File: src/shared/uam_pkg.sv
// Purpose: constants for the upset alarm monitor
// Assumes: APB with 32-bit data, one register per aligned word
// Notes: offsets are byte addresses
package uam_pkg;
  localparam logic [7:0] ADDR_STATUS = 8'h00;
  localparam logic [7:0] ADDR_MASK = 8'h04;
  localparam logic [7:0] ADDR_CTRL = 8'h08;
  localparam logic [7:0] ADDR_LANES = 8'h0c;
  localparam logic [7:0] ADDR_SUMMARY = 8'h10;
  // status bit positions
  localparam int BIT_FIFO = 0;
  localparam int BIT_PLL = 1;
  localparam int BIT_LINK = 2;
  localparam int BIT_SYSREF = 3;
  localparam int BIT_OSC = 4;
  localparam int BIT_CLK = 5;
  localparam int NUM_ALARMS = 6;
  // control bit positions
  localparam int CTRL_LINK_EN = 0;
  localparam int CTRL_PIN_SEL = 1;
  localparam int CTRL_AUTO_REINIT = 2;
  localparam int CTRL_SYNC_SRC = 3;
  localparam int CTRL_ENC_64B = 4;
  localparam logic [5:0] MASK_RESET = 6'h3f;
  localparam logic [4:0] CTRL_RESET = 5'h00;
  localparam int DEFAULT_LANES = 16;
  localparam int DEFAULT_LMFC_LEN = 32;
  typedef enum logic [1:0] {
    LS_OFF = 2'b00,
    LS_SYNC = 2'b01,
    LS_DATA = 2'b11
  } uam_link_e;
endpackage
File: src/hw/uam_alarm_monitor.sv
// Purpose: sticky alarm monitor with APB access, LMFC/LEMC and link control
// Assumes: all inputs synchronous to CLOCK_I (device clock / 2)
// Notes: zero wait-state APB slave
// Summary of operation
// - each alarm source sets its own sticky status bit
// - a status bit clears only when host writes one to it
// - unmasked alarms show on the summary alarm indication
// - with pin select set, calibration pin goes high on alarm
// - alarm whenever serializer PLL not locked
// - alarm when link enabled but not in data transmission state
// - alarm when SYSREF realigns internal clocks
// - any one-cycle phase accumulator mismatch sets oscillator upset flag
// - oscillator detection valid only after NCO sync by selected source
// - one-cycle channel clock mismatch sets clock upset flag
// - clock flag may set on power-down exit; host clears it
// - any lane FIFO overflow or underflow while link enabled sets lane buffer flag
// - per-lane bit marks each upset lane
// - auto reinit resets the link (LINK_RESET_O, link state) on FIFO upset; serializers stay powered
// - SYSREF resets LMFC or LEMC depending on encoding
// - without SYSREF, LMFC self-runs and SYNC still starts CGS/ILAS
// - link enable low holds link in reset, serializers off, clocks gated
module uam_alarm_monitor
  import uam_pkg::*;
#(
  parameter int LANES = DEFAULT_LANES,
  parameter int LMFC_LEN = DEFAULT_LMFC_LEN
) (
  // clock and reset
  input wire logic CLOCK_I,
  input wire logic RST_I,
  // apb slave
  input wire logic PSEL_I,
  input wire logic PENABLE_I,
  input wire logic PWRITE_I,
  input wire logic [7:0] PADDR_I,
  input wire logic [31:0] PWDATA_I,
  output logic [31:0] PRDATA_O,
  output logic PREADY_O,
  output logic PSLVERR_O,
  // alarm sources
  input wire logic [LANES-1:0] LANE_FIFO_ERR_I,
  input wire logic PLL_LOCKED_I,
  input wire logic SYSREF_REALIGN_I,
  input wire logic SYSREF_I,
  input wire logic SYNC_START_I,
  input wire logic [31:0] PHASE_ACC_A_I,
  input wire logic [31:0] PHASE_ACC_B_I,
  input wire logic [3:0] CLOCKS_A_I,
  input wire logic [3:0] CLOCKS_B_I,
  // link controls and indications
  output logic LINK_RESET_O,
  output logic SER_POWER_DOWN_O,
  output logic LINK_CLK_GATE_O,
  output logic LMFC_EDGE_O,
  output logic ILAS_START_O,
  output logic ALARM_O,
  output logic CAL_RESULT_PIN_O
);

  // per-lane bits must fit one 32-bit register word; the lmfc counter is 8 bits
  if (LANES < 1 || LANES > 32) begin
    $error("LANES must be 1..32");
  end
  if (LMFC_LEN < 2 || LMFC_LEN > 256) begin
    $error("LMFC_LEN must be 2..256");
  end

  logic [NUM_ALARMS-1:0] alarm_status_bits;
  logic [NUM_ALARMS-1:0] alarm_mask;
  logic [4:0] ctrl;
  logic [LANES-1:0] per_lane_upset_bits;
  uam_link_e link_state;
  logic osc_armed;
  logic [7:0] lmfc_cnt;
  logic reinit;
  logic [NUM_ALARMS-1:0] events;
  logic [NUM_ALARMS-1:0] clr;
  logic [LANES-1:0] lane_clr;
  logic wr_access;
  logic mapped;
  logic link_enable;
  logic nco_sync;

  assign link_enable = ctrl[CTRL_LINK_EN];
  assign wr_access = PSEL_I && PENABLE_I && PWRITE_I;
  assign mapped = PADDR_I inside {ADDR_STATUS, ADDR_MASK, ADDR_CTRL, ADDR_LANES, ADDR_SUMMARY};
  assign clr = (wr_access && PADDR_I == ADDR_STATUS) ? PWDATA_I[NUM_ALARMS-1:0] : '0;
  assign lane_clr = (wr_access && PADDR_I == ADDR_LANES) ? PWDATA_I[LANES-1:0] : '0;
  // sync source: 0 = SYSREF, 1 = start of ILAS
  assign nco_sync = ctrl[CTRL_SYNC_SRC] ? ILAS_START_O : SYSREF_I;

  always_comb begin
    events = '0;
    events[BIT_FIFO] = link_enable && |LANE_FIFO_ERR_I;
    events[BIT_PLL] = !PLL_LOCKED_I;
    events[BIT_LINK] = link_enable && link_state != LS_DATA;
    events[BIT_SYSREF] = SYSREF_REALIGN_I;
    // comparison ignored until accumulators were synchronised
    events[BIT_OSC] = osc_armed && (PHASE_ACC_A_I != PHASE_ACC_B_I);
    events[BIT_CLK] = CLOCKS_A_I != CLOCKS_B_I;
  end

  // set wins over a clear in the same cycle
  always_ff @(posedge CLOCK_I or posedge RST_I) begin
    if (RST_I) begin
      alarm_status_bits <= '0;
    end else begin
      alarm_status_bits <= (alarm_status_bits & ~clr) | events;
    end
  end

  always_ff @(posedge CLOCK_I or posedge RST_I) begin
    if (RST_I) begin
      per_lane_upset_bits <= '0;
    end else begin
      per_lane_upset_bits <= (per_lane_upset_bits & ~lane_clr)
        | (link_enable ? LANE_FIFO_ERR_I : '0);
    end
  end

  always_ff @(posedge CLOCK_I or posedge RST_I) begin
    if (RST_I) begin
      alarm_mask <= MASK_RESET;
      ctrl <= CTRL_RESET;
    end else if (wr_access) begin
      if (PADDR_I == ADDR_MASK) alarm_mask <= PWDATA_I[NUM_ALARMS-1:0];
      if (PADDR_I == ADDR_CTRL) ctrl <= PWDATA_I[4:0];
    end
  end

  // disabling the link drops the arming, so the host must resync
  always_ff @(posedge CLOCK_I or posedge RST_I) begin
    if (RST_I) begin
      osc_armed <= 1'b0;
    end else if (!link_enable) begin
      osc_armed <= 1'b0;
    end else if (nco_sync) begin
      osc_armed <= 1'b1;
    end
  end

  // reinit follows the FIFO event one cycle late and lasts as long as it, taking link back through sync
  always_ff @(posedge CLOCK_I or posedge RST_I) begin
    if (RST_I) begin
      reinit <= 1'b0;
    end else begin
      reinit <= ctrl[CTRL_AUTO_REINIT] && events[BIT_FIFO];
    end
  end

  // lmfc/lemc free-runs when no SYSREF arrives (subclass 0)
  always_ff @(posedge CLOCK_I or posedge RST_I) begin
    if (RST_I) begin
      lmfc_cnt <= '0;
    end else if (SYSREF_I) begin
      lmfc_cnt <= '0;
    end else if (lmfc_cnt == 8'(LMFC_LEN - 1)) begin
      lmfc_cnt <= '0;
    end else begin
      lmfc_cnt <= lmfc_cnt + 8'h01;
    end
  end

  always_ff @(posedge CLOCK_I or posedge RST_I) begin
    if (RST_I) begin
      LMFC_EDGE_O <= 1'b0;
    end else begin
      LMFC_EDGE_O <= SYSREF_I || lmfc_cnt == 8'(LMFC_LEN - 1);
    end
  end

  // 64b/66b has no ILAS: data follows sync directly
  always_ff @(posedge CLOCK_I or posedge RST_I) begin
    if (RST_I) begin
      link_state <= LS_OFF;
      ILAS_START_O <= 1'b0;
    end else begin
      ILAS_START_O <= 1'b0;
      if (!link_enable || reinit) begin
        link_state <= LS_OFF;
      end else begin
        unique case (link_state)
          LS_OFF: link_state <= LS_SYNC;
          LS_SYNC: begin
            if (SYNC_START_I || ctrl[CTRL_ENC_64B]) begin
              link_state <= LS_DATA;
              ILAS_START_O <= !ctrl[CTRL_ENC_64B];
            end
          end
          LS_DATA: link_state <= LS_DATA;
          default: link_state <= LS_OFF;
        endcase
      end
    end
  end

  always_ff @(posedge CLOCK_I or posedge RST_I) begin
    if (RST_I) begin
      LINK_RESET_O <= 1'b1;
      SER_POWER_DOWN_O <= 1'b1;
      LINK_CLK_GATE_O <= 1'b1;
    end else begin
      LINK_RESET_O <= !link_enable || reinit;
      SER_POWER_DOWN_O <= !link_enable;
      LINK_CLK_GATE_O <= !link_enable;
    end
  end

  // summary follows the next-state flags so it tracks status with no lag
  logic [NUM_ALARMS-1:0] next_status;
  assign next_status = (alarm_status_bits & ~clr) | events;
  // a mask written this cycle applies at once, like the status it gates
  logic [NUM_ALARMS-1:0] next_mask;
  assign next_mask = (wr_access && PADDR_I == ADDR_MASK)
    ? PWDATA_I[NUM_ALARMS-1:0] : alarm_mask;
  always_ff @(posedge CLOCK_I or posedge RST_I) begin
    if (RST_I) begin
      ALARM_O <= 1'b0;
      CAL_RESULT_PIN_O <= 1'b0;
    end else begin
      ALARM_O <= |(next_status & ~next_mask);
      CAL_RESULT_PIN_O <= ctrl[CTRL_PIN_SEL] && |(next_status & ~next_mask);
    end
  end

  always_ff @(posedge CLOCK_I or posedge RST_I) begin
    if (RST_I) begin
      PRDATA_O <= '0;
      PSLVERR_O <= 1'b0;
      PREADY_O <= 1'b0;
    end else begin
      PREADY_O <= PSEL_I && !PENABLE_I;
      PSLVERR_O <= PSEL_I && !PENABLE_I && !mapped;
      PRDATA_O <= '0;
      if (PSEL_I && !PENABLE_I && !PWRITE_I) begin
        unique case (PADDR_I)
          ADDR_STATUS: PRDATA_O <= 32'(alarm_status_bits);
          ADDR_MASK: PRDATA_O <= 32'(alarm_mask);
          ADDR_CTRL: PRDATA_O <= 32'(ctrl);
          ADDR_LANES: PRDATA_O <= 32'(per_lane_upset_bits);
          ADDR_SUMMARY: PRDATA_O <= {30'h0, link_state};
          default: PRDATA_O <= '0;
        endcase
      end
    end
  end
endmodule

File: config.mk
export PLATFORM = sky130hd
export DESIGN_NAME = uam_alarm_monitor
export DESIGN_NICKNAME = d
export VERILOG_FILES = /design/src/shared/uam_pkg.sv /design/src/hw/uam_alarm_monitor.sv
export SDC_FILE = /design/constraint.sdc
export NUM_CORES = 1
export LEC_CHECK = 0
export ABC_CLOCK_PERIOD_IN_PS = 2000
export BUFFER_PORTS_ARGS = -buffer_cell sky130_fd_sc_hd__buf_2
export CAP_MARGIN = 25
export CELL_PAD_IN_SITES_DETAIL_PLACEMENT = 1
export CELL_PAD_IN_SITES_GLOBAL_PLACEMENT = 1
export CORE_MARGIN = 2
export CORE_UTILIZATION = 30
export CTS_BUF_LIST = sky130_fd_sc_hd__clkbuf_4 sky130_fd_sc_hd__clkbuf_8 sky130_fd_sc_hd__clkbuf_16
export DETAILED_ROUTE_END_ITERATION = 10
export PLACE_DENSITY_LB_ADDON = 0.1
export SETUP_SLACK_MARGIN = 0.3
export SYNTH_ARGS = -nofsm -noshare
export SYNTH_HDL_FRONTEND = slang
export SYNTH_SLANG_ARGS = --single-unit
File: constraint.sdc
create_clock -name CLOCK_I -period 2 [get_ports CLOCK_I]
set_clock_uncertainty 0.05 [all_clocks]
set_input_delay 0.2 -clock CLOCK_I [delete_from_list [all_inputs] [get_ports CLOCK_I]]
set_output_delay 0.2 -clock CLOCK_I [all_outputs]
set_load 0.01 [all_outputs]
* After elaboration in Yosys (flattened, before gate mapping)
Cells that the tools add are included.
** Storage, ports and cells
- Logic and storage cells :: 84
- Register bits :: 85
- Input port bits :: 137
** Cells by class
- Equal/unequal tests :: 12
- Add/subtract/negate cells :: 1
- Bitwise gates (word level) :: 8
- Reductions and logical operators :: 29
- Multiplexer cells :: 17
** Operator list (count)
- $pmux W16 S5 :: 1
- $mux W16 :: 3
- $ne A32 B32 Y1 :: 1
- $and A16 B16 Y16 :: 1
- $eq A8 B4 Y1 const B :: 2
- $eq A8 B5 Y1 const B :: 2
- $mux W8 :: 2
- $not A16 Y16 :: 1
- $or A16 B16 Y16 :: 1
- $reduce_or A16 Y1 :: 1
- $logic_and A1 B1 Y1 :: 13
- $and A6 B6 Y6 :: 2
- $mux W6 :: 2
- $not A6 Y6 :: 2
- $add A8 B1 Y8 const B :: 1
- $eq A8 B3 Y1 const B :: 1
- $logic_not A8 Y1 :: 1
- $logic_not A1 Y1 :: 6
- $mux W1 :: 6
- $or A6 B6 Y6 :: 1
- $pmux W2 S3 :: 1
- $reduce_or A6 Y1 :: 1
- $reduce_bool A5 Y1 :: 1
- $mux W2 :: 2
- other kinds (9) :: 12

* Logic depth before layout (Yosys ltp)
- Depth in word-level cells :: 10
- Depth in mapped cells :: 8
- Gate-level depth less buffers :: 6

* Least setup slack after synthesis
No wires, ideal clock.
- Kind :: input-to-reg
- Start :: in PADDR_I[5]
- End :: reg CAL_RESULT_PIN_O
- Path buffers :: 0
- Path slack :: 0.129 ns
- Stages on the path :: 6
- Arrival :: 1.683 ns
- Setup time :: 0.138 ns
- Cell sequence :: nor4_4 nand4b_4 mux2i_2 a32o_2 a211oi_2 a41oi_2
** Between the ends
- Word-level cells in the longest chain between the ends :: 9
- Elaborated cells between the ends (all ways) :: 13
- Those cells by class :: eq/ne: 1; mux: 2; bitwise: 5; reduce/logical: 5
** RTL lines
- from (decl) :: RTL line uam_alarm_monitor.sv:35 : input wire logic [7:0] PADDR_I,
- $logic_not A8 Y1 :: RTL line uam_alarm_monitor.sv:87 : assign clr = (wr_access && PADDR_I == ADDR_STATUS) ? PWDATA_I[NUM_ALARMS-1:0] : '0;
- $logic_and A1 B1 Y1 :: RTL line uam_alarm_monitor.sv:87
- $mux W6 :: RTL line uam_alarm_monitor.sv:87
- $not A6 Y6 :: RTL line uam_alarm_monitor.sv:211 : assign next_status = (alarm_status_bits & ~clr) | events;
- $and A6 B6 Y6 :: RTL line uam_alarm_monitor.sv:211
- $or A6 B6 Y6 :: RTL line uam_alarm_monitor.sv:211
- $and A6 B6 Y6 (*) :: RTL line uam_alarm_monitor.sv:222 : CAL_RESULT_PIN_O <= ctrl[CTRL_PIN_SEL] && |(next_status & ~next_mask);
- $reduce_or A6 Y1 (*) :: RTL line uam_alarm_monitor.sv:222
- $logic_and A1 B1 Y1 (*) :: RTL line uam_alarm_monitor.sv:222
- to (signal assigned) :: RTL line uam_alarm_monitor.sv:222
- to (decl) :: RTL line uam_alarm_monitor.sv:57 : output logic CAL_RESULT_PIN_O
Every way passes the cells marked *; elsewhere a longest branch is shown, timed or not.
A chain may end at the register's enable or synchronous reset.

* Worst setup path after layout
- Start :: in PADDR_I[6]
- End :: reg CAL_RESULT_PIN_O
The elaborated chain is that of the path after synthesis.

==> impl_results.md <==
- Final hold vios: 0
- Top-Level Pins: 178
- Largest net degree at the start of global routing: 70
- Initial antenna violation count: 1
- GRT Util Overall: 16.4%
- Synth Register Bits: 69
- Area contributors post-synth: dfrtp_1, xnor2_1, dfstp_2
- Sequential element share of the synthesized area: 50.2%
- Final Setup Violations: 0
- Crit path required time: 2200 ps
- Vias per std cell: 4.67
- Top-area cell type share of the netlist area: 44.1%
- Min Hold Slack: 53.3 ps
- Final #Nets: 610
- Crit Path Max Fanout: 8
- Post-route clock period utilization: 80.3%
- Placement Setup Slack: 24.9 ps
- Worst-case clock buffer depth: 2
- Leak pwr: 2.32 nW
- Hold Crit Class: in -> reg
- Yosys warns: 0
- Placer Congestion: 0.818
- First-pass GRT wire length: 16200 µm
- # clock sinks: 69
- Post-synth cell types: 52
- Crit path DAT: 1800 ps
- Overall power: 0.00352 W
- CP peak stage delay: 330 ps
- Die height: 111 µm
- Total number of vias: 2897
- H-tree depth: 3
- Delay-heaviest family, CP: simple AND/OR/NAND/NOR gates
- Synthesized area per cell: 11.1 µm²
- Port Buf Inserts: 145
- Drt wl/cell: 16.1 µm
- DRT iter0 DRCs: 102
- Root buf cell: clkbuf_16
- Synth async-reset ratio: 100%
- Initial Utilization: 30.6%
- CTS tree: yes
- Die area: 12400 µm²
- CTS Buf Count: 9
- Largest area contributor in the netlist: dfrtp_1
- Detailed Place HPWL: 7790 µm
- Mapped cell area: 3460 µm²
- Vias in the first global route: 3090
- Top-count cell post-synth: dfrtp_1
- Main flop type after synthesis: dfrtp_1
- Horiz. Die Dim: 111 µm
- Drt drc: 0
- Worst Slack Setup Final: 394 ps
- Final min period: 1610 ps
- Grt ovf: 0
- Status: finished, final reports clean
- Area Growth Syn to Fin: 36.4%
- Proportion of layout cells with a drive suffix above 1: 44.0%
- Core footprint: 11300 µm²
- Clk_lat worst skew: 330 ps
- Critical-path cell list: buf_2 > nor4_4 > buf_6 > nand4b_4 > buf_4 > mux2_1 > nand2b_1 > a41oi_2
- Worst setup SP type: input pin
- Unrepaired setup endpoints after global routing: no
- Bufs and invs on worst path: 3
- Setup TNS: 0 ps
- Gate Count Post-Synth: 311
- Worst setup EP type: flip-flop
- Final WL: 10000 µm
- CP Class: in -> reg
- Detail Route Antenna Nets: 0
- Fmax: 0.623 GHz
- Top cells by count, synth: dfrtp_1, xnor2_1, nand2_1
- Slowest cell on crit path: mux2_1
- Number of max-cap violations: 0
- TritonRoute pass-1 iters: 7
- Post-synth EDFFs: 0
- Pwr dens: 747 nW/µm²
- # rows: 39
- Slew Limit Fails: 0
- VDD IR-drop max: 0.344 mV
- Clock transition at the registers of the reported paths: 50 ps
routing by layer:
layer	track usage [%]	vias to the layer above	routed length, µm
met5	0	-	0
met1	19.7	1418	4050
met2	29.6	75	5380
met3	3.38	10	454
li1	-	1394	-
met4	4.94	0	113
through the flow:
step / util [%] / std cells / area [µm²]
6_report: 41.7 / 621 / 4720
5_1_grt: 41.7 / 621 / 4720
4_1_cts: 41.4 / 620 / 4690
3_5_place_dp: 38.6 / 602 / 4370
3_3_place_gp: 38.6 / 602 / 4370
2_1_floorplan: - / 326 / 3540
state kept, by name, indices dropped and copies added, names as in the netlist, 2 cells and up:
register             count
ctrl                     5
PRDATA_O                16
lmfc_cnt                 8
link_state               2
alarm_mask               6
per_lane_upset_bits     16
alarm_status_bits        6
cell type report:
type,count,area (µm²)
Timing Repair Buffer,162,875
Tap cell,143,179
Fill cell,1304,6600
Multi-Input combinational cell,221,1590
Clock buffer,9,225
Clock inverter,7,75.1
Inverter,9,37.5
Antenna cell,1,2.50
Sequential cell,69,1740
path summary, 6_finish.rpt:
| kind | to | slack [ps] | cells past startpoint | from |
|---|---|---|---|---|
| setup / recovery | CAL_RESULT_PIN_O$_DFF_PP0_ | 390 | 8 | PADDR_I[6] |
| min in group asynchronous | PRDATA_O[10]$_DFF_PP0_ | 460 | 4 | RST_I |
| max in group asynchronous | alarm_mask[3]$_DFFE_PP1N_ | 1080 | 4 | RST_I |
| setup reg to reg | CAL_RESULT_PIN_O$_DFF_PP0_ | 470 | 5 | link_state[1]$_DFFE_PP0P_ |
| hold reg to reg | LINK_CLK_GATE_O$_DFF_PP1_ | 410 | 1 | ctrl[0]$_DFFE_PP0P_ |
| hold / removal | alarm_status_bits[3]$_DFF_PP0_ | 50 | 2 | SYSREF_REALIGN_I |
placed cells by master, fill, tap and decap left out, drive strengths merged, types with 2 or more instances in the layout:
master       instances
nand3                6
inv                  9
nand2b               5
dlygate4sd3          2
a21o                 5
mux2                 8
a222oi               5
mux2i                2
dfstp                8
a21oi                8
nor2                12
and3                16
a22o                16
xor2                 4
xnor2               38
clkinv               5
nor3                 4
nand2               29
dfrtp               61
nand4               10
conb                16
clkbuf               9
a22oi                3
and2                 3
nor4                 9
buf                160
o21ai                6
nor3b                2
a41oi                2
report_power, final:
| group | internal (W) | leakage (nW) | switching, W |
|---|---|---|---|
| logic | 0.000218 | 1.28 | 0.000191 |
| clock network | 0.000971 | 0.150 | 0.000625 |
| registers | 0.00147 | 0.887 | 0.0000461 |
| total | 0.00266 | 2.32 | 0.000862 |
kinds of logic after synthesis:
family / count (synthesis) / share of synthesized area [%]
and+or+nand+nor: 101 / 16.8
DFF: 69 / 50.2
AOI/OAI and AO/OA: 51 / 11.6
xor gates and xnor gates: 42 / 10.6
buffers and inverters: 36 / 6.54
muxes: 10 / 3.72
adders and majority gates: 1 / 0.361
other: 1 / 0.108
repair_timing:
action | CTS | global route
hold buffers | 2 | 0
endpoints found under the hold margin | 62 | 0
setup buffers | 0 | 0
gates resized for setup | 0 | 5
setup endpoints to repair | 0 | 3
Note: power is estimated with default switching activity, not from simulation.
